===== config.mk =====
export PLATFORM = sky130hd
export DESIGN_NAME = ldd_write_port
export DESIGN_NICKNAME = d
export VERILOG_FILES = /design/src/rtl/ldd_pkg.sv /design/src/rtl/ldd_seg_decode.sv /design/src/rtl/ldd_write_port.sv
export SDC_FILE = /design/constraint.sdc
export NUM_CORES = 1
export LEC_CHECK = 0
export BUFFER_PORTS_ARGS = -buffer_cell sky130_fd_sc_hd__buf_2
export CAP_MARGIN = 20
export CORE_ASPECT_RATIO = 1.4
export CORE_MARGIN = 8
export CORE_UTILIZATION = 35
export DETAILED_ROUTE_END_ITERATION = 8
export GPL_TIMING_DRIVEN = 0
export PLACE_DENSITY = 0.48
export SYNTH_ARGS = -nofsm -noshare
export SYNTH_HDL_FRONTEND = slang
export SYNTH_SLANG_ARGS = --single-unit

===== constraint.sdc =====
create_clock -name clock -period 5.6 [get_ports clock]
set_input_delay 1.12 -clock clock [delete_from_list [all_inputs] [get_ports clock]]
set_output_delay 1.12 -clock clock [all_outputs]
set_load 0.1 [all_outputs]

===== src/rtl/ldd_pkg.sv =====
// Constants shared by the LED display host write port
// What this block does
// - Control-select variant latches data into control word or RAM on write rising edge.
// - Select high loads control word, select low loads display RAM.
// - Control bit 4 high runs normally; low blanks display while the scan divider keeps counting.
// - RAM writes store data lines 0 to 3 as stored bits 0 to 3.
// - Control write with sequence flag low takes lines 0 to 2 as digit address.
// - In decode modes, control bit 3 picks bank A when high, bank B low.
// - Direct variant has no control word; writes go straight to addressed RAM.
// - Three-level pin: high hex, float Code B, low shuts down.
// - Direct variant digit address from three address inputs, input 0 least significant.
// - Direct variant decimal point input is active low; low lights the point.
// - Separate drives for segments a to g, decimal point and eight digits.
// - Control bit 7 sets sequence flag; in data writes it is the decimal point.
// - Control bit 5 high selects raw segment mode, low selects decoded display.
// - Control bit 6 high selects hexadecimal, low selects Code B decoding.
// - Sequence flag blanks display, takes eight writes to digits 1..8, then ignores writes.
package ldd_pkg;

  localparam int DIGITS      = 8;
  localparam int ADDR_W      = 3;
  localparam int WORD_W      = 8;
  // Control word fields
  localparam int CTL_BANK    = 3;
  localparam int CTL_RUN     = 4;
  localparam int CTL_RAW     = 5;
  localparam int CTL_HEX     = 6;
  localparam int CTL_SEQ     = 7;
  localparam logic [7:0] CTL_RESET = 8'h10;
  // Decimal point bit in a stored word
  localparam int DP_BIT      = 7;
  // Scan divider: digit period in clock cycles
  localparam int SCAN_DIV    = 1024;
  // Three-level pin codes
  localparam logic [1:0] TRI_LOW   = 2'h0;
  localparam logic [1:0] TRI_FLOAT = 2'h1;
  localparam logic [1:0] TRI_HIGH  = 2'h2;

  typedef enum logic [1:0] {
    LDD_IDLE = 2'b01,
    LDD_SEQ  = 2'b10
  } ldd_state_type;

endpackage : ldd_pkg


===== src/rtl/ldd_seg_decode.sv =====
// Character decoder from 4-bit code to segments a..g
module ldd_seg_decode (
  // Code in
  input  wire logic [3:0] code,
  input  wire logic       hex_mode,
  // Segments out, bit 0 is a
  output logic      [6:0] segs
);

  always_comb begin
    unique case (code)
      4'h0: segs = 7'h3F;
      4'h1: segs = 7'h06;
      4'h2: segs = 7'h5B;
      4'h3: segs = 7'h4F;
      4'h4: segs = 7'h66;
      4'h5: segs = 7'h6D;
      4'h6: segs = 7'h7D;
      4'h7: segs = 7'h07;
      4'h8: segs = 7'h7F;
      4'h9: segs = 7'h6F;
      4'hA: segs = hex_mode ? 7'h77 : 7'h40;
      4'hB: segs = hex_mode ? 7'h7C : 7'h79;
      4'hC: segs = hex_mode ? 7'h39 : 7'h76;
      4'hD: segs = hex_mode ? 7'h5E : 7'h38;
      4'hE: segs = hex_mode ? 7'h79 : 7'h73;
      4'hF: segs = hex_mode ? 7'h71 : 7'h00;
    endcase
  end

endmodule : ldd_seg_decode


===== src/rtl/ldd_write_port.sv =====
// Host write port, display RAM and scan for the 8-digit LED driver
module ldd_write_port #(
  parameter bit DIRECT_VARIANT = 1'b0,
  parameter int SCAN_DIV       = ldd_pkg::SCAN_DIV
) (
  // Clock and reset
  input  wire logic       clock,
  input  wire logic       srst,
  // Host bus
  input  wire logic       write_strobe,
  input  wire logic       reg_select,
  input  wire logic [7:0] data_in,
  // Direct variant inputs
  input  wire logic [2:0] digit_sel,
  input  wire logic [1:0] three_level_function_pin,
  // Display drives
  output logic      [6:0] segment_drive,
  output logic            decimal_point_drive,
  output logic      [7:0] digit_drive,
  // Status
  output logic            display_on
);

  ////////////////////////////////////////////////////////////////////////////
  // Strobe edge
  logic       strobe_d_r;
  logic       strobe_d_nxt;
  logic       wr_rise;

  always_comb begin
    strobe_d_nxt = write_strobe;
  end

  always_ff @(posedge clock) begin
    if (srst) begin
      strobe_d_r <= 1'b0;
    end else begin
      strobe_d_r <= strobe_d_nxt;
    end
  end

  assign wr_rise = write_strobe & ~strobe_d_r;

  ////////////////////////////////////////////////////////////////////////////
  // Control word and sequence state
  logic [7:0]                 ctl_r;
  logic [7:0]                 ctl_nxt;
  ldd_pkg::ldd_state_type     state_r;
  ldd_pkg::ldd_state_type     state_nxt;
  logic [2:0]                 addr_r;
  logic [2:0]                 addr_nxt;
  logic                       single_pend_r;
  logic                       single_pend_nxt;
  logic                       ram_we;
  logic [2:0]                 ram_addr;
  logic [7:0]                 ram_word;
  logic                       bank_wr;
  logic                       decoded;

  assign decoded = ~ctl_r[ldd_pkg::CTL_RAW];

  always_comb begin
    ctl_nxt         = ctl_r;
    state_nxt       = state_r;
    addr_nxt        = addr_r;
    single_pend_nxt = single_pend_r;
    ram_we          = 1'b0;
    ram_addr        = addr_r;
    ram_word        = data_in;
    bank_wr         = ctl_r[ldd_pkg::CTL_BANK];
    if (DIRECT_VARIANT) begin
      if (wr_rise) begin
        ram_we   = 1'b1;
        ram_addr = digit_sel;
        // Code in bits 0..3, decimal point active low
        ram_word = {~data_in[7], 3'h0, data_in[3:0]};
        bank_wr  = 1'b1;
      end
    end else if (wr_rise) begin
      if (reg_select) begin
        ctl_nxt = data_in;
        if (data_in[ldd_pkg::CTL_SEQ]) begin
          state_nxt       = ldd_pkg::LDD_SEQ;
          addr_nxt        = 3'h0;
          single_pend_nxt = 1'b0;
        end else begin
          state_nxt       = ldd_pkg::LDD_IDLE;
          addr_nxt        = data_in[2:0];
          single_pend_nxt = 1'b1;
        end
      end else begin
        // Bits 0..3 stored in order; bit 7 is the decimal point
        ram_word = data_in;
        unique case (state_r)
          ldd_pkg::LDD_SEQ: begin
            ram_we   = 1'b1;
            addr_nxt = addr_r + 3'h1;
            if (addr_r == 3'h7) begin
              state_nxt = ldd_pkg::LDD_IDLE;
            end
          end
          ldd_pkg::LDD_IDLE: begin
            ram_we          = single_pend_r;
            single_pend_nxt = 1'b0;
          end
          default: begin
            state_nxt = ldd_pkg::LDD_IDLE;
          end
        endcase
      end
    end
  end

  always_ff @(posedge clock) begin
    if (srst) begin
      ctl_r         <= ldd_pkg::CTL_RESET;
      state_r       <= ldd_pkg::LDD_IDLE;
      addr_r        <= 3'h0;
      single_pend_r <= 1'b0;
    end else begin
      ctl_r         <= ctl_nxt;
      state_r       <= state_nxt;
      addr_r        <= addr_nxt;
      single_pend_r <= single_pend_nxt;
    end
  end

  ////////////////////////////////////////////////////////////////////////////
  // Display RAM: two banks of 4-bit codes, one raw/dp word per digit
  logic [7:0] raw_mem [ldd_pkg::DIGITS];
  logic [3:0] bank_b  [ldd_pkg::DIGITS];

  always_ff @(posedge clock) begin
    if (srst) begin
      for (int i = 0; i < ldd_pkg::DIGITS; i++) begin
        raw_mem[i] <= 8'h00;
        bank_b[i]  <= 4'h0;
      end
    end else if (ram_we) begin
      // Decimal point shared by both banks; decoded code goes to chosen bank
      if (!decoded || bank_wr) begin
        raw_mem[ram_addr] <= ram_word;
      end else begin
        raw_mem[ram_addr][ldd_pkg::DP_BIT] <= ram_word[ldd_pkg::DP_BIT];
        bank_b[ram_addr] <= ram_word[3:0];
      end
    end
  end

  ////////////////////////////////////////////////////////////////////////////
  // Mode decode
  logic run;
  logic hex_mode;
  logic raw_mode;
  logic bank_a_disp;

  always_comb begin
    if (DIRECT_VARIANT) begin
      run         = (three_level_function_pin != ldd_pkg::TRI_LOW);
      hex_mode    = (three_level_function_pin == ldd_pkg::TRI_HIGH);
      raw_mode    = 1'b0;
      bank_a_disp = 1'b1;
    end else begin
      run         = ctl_r[ldd_pkg::CTL_RUN];
      hex_mode    = ctl_r[ldd_pkg::CTL_HEX];
      raw_mode    = ctl_r[ldd_pkg::CTL_RAW];
      bank_a_disp = ctl_r[ldd_pkg::CTL_BANK];
    end
  end

  ////////////////////////////////////////////////////////////////////////////
  // Scan divider and digit pointer
  logic [$clog2(SCAN_DIV)-1:0] div_r;
  logic [$clog2(SCAN_DIV)-1:0] div_nxt;
  logic [2:0]                  scan_r;
  logic [2:0]                  scan_nxt;

  always_comb begin
    div_nxt  = div_r + 1'b1;
    scan_nxt = scan_r;
    if (div_r == ($clog2(SCAN_DIV))'(SCAN_DIV - 1)) begin
      div_nxt  = '0;
      scan_nxt = scan_r + 3'h1;
    end
  end

  always_ff @(posedge clock) begin
    if (srst) begin
      div_r  <= '0;
      scan_r <= 3'h0;
    end else begin
      div_r  <= div_nxt;
      scan_r <= scan_nxt;
    end
  end

  ////////////////////////////////////////////////////////////////////////////
  // Output drives
  logic [7:0] cur_word;
  logic [3:0] cur_code;
  logic [6:0] dec_segs;
  logic [6:0] seg_nxt;
  logic       dp_nxt;
  logic [7:0] dig_nxt;
  logic       on_nxt;

  assign cur_word = raw_mem[scan_r];
  assign cur_code = bank_a_disp ? cur_word[3:0] : bank_b[scan_r];

  ldd_seg_decode u_dec (
    .code     (cur_code),
    .hex_mode (hex_mode),
    .segs     (dec_segs)
  );

  always_comb begin
    // Blank while shut down or during a sequential load
    on_nxt  = run && (DIRECT_VARIANT || state_r != ldd_pkg::LDD_SEQ);
    seg_nxt = raw_mode ? cur_word[6:0] : dec_segs;
    dp_nxt  = cur_word[ldd_pkg::DP_BIT];
    dig_nxt = 8'h01 << scan_r;
    if (!on_nxt) begin
      seg_nxt = 7'h00;
      dp_nxt  = 1'b0;
      dig_nxt = 8'h00;
    end
  end

  always_ff @(posedge clock) begin
    if (srst) begin
      segment_drive       <= 7'h00;
      decimal_point_drive <= 1'b0;
      digit_drive         <= 8'h00;
      display_on          <= 1'b0;
    end else begin
      segment_drive       <= seg_nxt;
      decimal_point_drive <= dp_nxt;
      digit_drive         <= dig_nxt;
      display_on          <= on_nxt;
    end
  end

endmodule : ldd_write_port

==> run_results.csv <==
group,metric,value,unit
synth,synth_area_leaders,"edfxtp_1 (44%), dfxtp_1 (13%), and2_1 (8.9%)",
route,drt_pre_antenna_iters,4,
synth,yosysTopAreaCellShare,44.0,%
clock_network,cts.root.buffer_cell,"clkbuf_16",
clock_network,numCtsBuffers,17,
floorplan,dieWidth,132,um
route,drt-total-wl,15.8,mm
route,avgRoutedWirePerCell,19.1,um
synth,syn_nets,550,
clock_network,cts_sinks,140,
power_and_ir_drop,ir_drop,166,uV
clock_network,hold_buffers,0,
cells_and_area,layout_common_cells,"edfxtp_1 (96), and2_1 (93), nor2_1 (53), dfxtp_1 (44), buf_2 (32)",
cells_and_area,area_growth_syn_to_layout,15.2,%
clock_network,cts_tree,"done",
sta,slew_headroom,57.9,%
cells_and_area,nets,596,
worst_setup_path,crit_path_end_kind,"flop",
worst_setup_path,crit_fanout,8,
worst_setup_path,path_cells,"clkbuf_1, nor3_1, and3b_1, and2_1, nand3_1, nor2_1, or2_2",
clock_network,post_cts_buffers,0,
worst_setup_path,arrival,3.02,ns
clock_network,cts_resized,0,
route,vias,4164,
synth,ys_types,50,
synth,yosys_warnings,0,
route,antenna_left,0,
sta,worst_slew_pin_slew,0.629,ns
worst_setup_path,criticalPathCategory,"in2reg",
power_and_ir_drop,power,2.39,mW
global_route,grt-ovfl-total,0,
synth,synth_top_cell_by_area,"edfxtp_1",
min_path,whs_path_depth,1,
cells_and_area,n_antenna_cell,0,
worst_setup_path,worstPathRequired,5.70,ns
placed_design,place_hpwl,11.6,mm
sta,maxSlewViolCount,0,
outcome,status,"completed",
cells_and_area,drive_gt1_share,20.6,%
route,first_iter_violations,257,
sta,setup_tns,0,ns
synth,synth_ff_type,"edfxtp_1",
sta,finalSetupViolations,0,
clock_network,insertion_delay,0.41,ns
synth,ys_seq_area_share,57.4,%
route,route.detailed.drc,0,
synth,synth_area_per_cell,12.5,um^2
floorplan,die_y,178,um
sta,period_share,52.1,%
floorplan,rows,59,
power_and_ir_drop,p_leak,2.83,nW
synth,syn_inst,524,
placed_design,dp_cells,795,
synth,synth_seq_cells,140,
power_and_ir_drop,power.density,317,mW/mm^2
floorplan,core,0.0185,mm^2
global_route,grt_pass1_wl,24.5,mm
cells_and_area,final_cells,827,
global_route,antenna_found_initial,0,
worst_setup_path,slowest_stage,"nor2_1",
floorplan,io-pin-count,34,
floorplan,start_util,35.5,%
clock_network,cts_buffer_depth,2,
sta,fmax,342,MHz
sta,fin_skew,0.00573,ns
synth,syn_area,0.00656,mm^2
clock_network,h-tree-depth,4,
sta,rsz0062_at_grt,"no",
cells_and_area,layout_commonest_cell,"edfxtp_1",
worst_setup_path,start_kind,"primary input",
global_route,grt_max_degree,17,
synth,async_flop_share,0,%
cells_and_area,postLayoutCoreUtil,40.9,%
worst_setup_path,crit_path_max_incr_delay,0.55,ns
global_route,grt_pass1_vias,4401,
flow_run,maxCapViolations,0,
floorplan,die-area,0.0234,mm^2
clock_network,path_clk_slew,0.06,ns
worst_setup_path,reg2reg_depth,8,
synth,synth_edf_count,96,
placed_design,portBuffers,27,
global_route,grt_usage,13.8,%
sta,min_period,2.92,ns
min_path,worstHoldPathType,"reg2reg",
sta,finalHoldViolCount,0,
placed_design,gp_congestion,0.839,
route,avgViaCountPerCell,5.04,
[logic make-up (layout without fill, tap and decap cells)]
logic type,count (synthesis),in the layout,synth area share [%]
XOR/XNOR,9,9,1.20
buffers and inverters,36,95,2.50
AND/OR/NAND/NOR,236,236,19.5
flip-flops,140,140,57.4
AO/OA/AOI/OAI,49,49,4.75
adder cells (fa/ha/maj),9,9,1.72
multiplexers,45,45,12.9
[registers in the layout, summed over array words and instances, names as in the netlist, 2 cells and up, named ones only]
register / count
digit_drive: 8
raw_mem: 64
div_r: 10
scan_r: 3
bank_b: 32
ctl_r: 4
segment_drive: 7
state_r: 2
addr_r: 3
[area by class of cell]
type / count / area, um^2
buffer: 26 / 126
clock inverter: 14 / 106
clock buffer: 18 / 450
inverter: 10 / 37.5
tap: 244 / 305
multi-input combinational: 348 / 2630
sequential: 140 / 3760
fill: 1812 / 10900
timing repair buffer: 27 / 135
[stage by stage]
| step | area, um^2 | hold WS, ns | setup WS, ns |
|---|---|---|---|
| finish | 7550 | 0.469 | 2.68 |
| global route | 7550 | 0.502 | 2.50 |
| CTS | 7550 | 0.471 | 2.64 |
| detailed placement | 7000 | 0.456 | 2.20 |
| global placement | 7000 | 0.442 | 2.18 |
| floorplan | 6560 | 0.430 | 2.90 |
[report_power, final]
| part | switching (mW) | internal [mW] | total [mW] | leakage [nW] |
|---|---|---|---|---|
| Sequential | 0.0139 | 1.14 | 1.15 | 1.35 |
| Combinational | 0.141 | 0.0501 | 0.191 | 1.20 |
| Clock | 0.451 | 0.600 | 1.05 | 0.274 |
[synth_stat cells (5+ instances only)]
library cell and number:
a21oi_1 18, and2_1 93, and3_1 7, buf_2 5
clkbuf_1 17, dfxtp_1 44, edfxtp_1 96, ha_1 9
inv_1 10, mux2i_1 9, mux2i_4 5, mux4_2 21
nand2_1 22, nand2b_1 9, nand3_1 15, nor2_1 53
nor2b_1 5, nor3_1 5, or2_2 18, xnor2_1 5
[layer usage]
| layer | track usage (%) | wire, um |
|---|---|---|
| met5 | 0 | 0 |
| met3 | 2.75 | 478 |
| met2 | 25.1 | 8210 |
| met4 | 6.87 | 473 |
| met1 | 15.2 | 6630 |
[worst paths after layout]
kind                           start                     endpoint  slack (ns)
min            ctl_r[4]$_SDFFE_PP1P_        ctl_r[4]$_SDFFE_PP1P_        0.47
max                             srst  raw_mem[7][0]$_SDFFCE_PN0P_        2.68
min reg2reg    ctl_r[4]$_SDFFE_PP1P_        ctl_r[4]$_SDFFE_PP1P_        0.47
max reg2reg  state_r[0]$_SDFFE_PP1P_  raw_mem[7][0]$_SDFFCE_PN0P_        2.94
[worst max-delay path: cells and delay by family]
| family | cells | cell delay, ns |
|---|---|---|
| and+or+nand+nor | 6 | 1.71 |
| buffers and inverters | 1 | 0.17 |
Power figures use the tool's default switching activity.
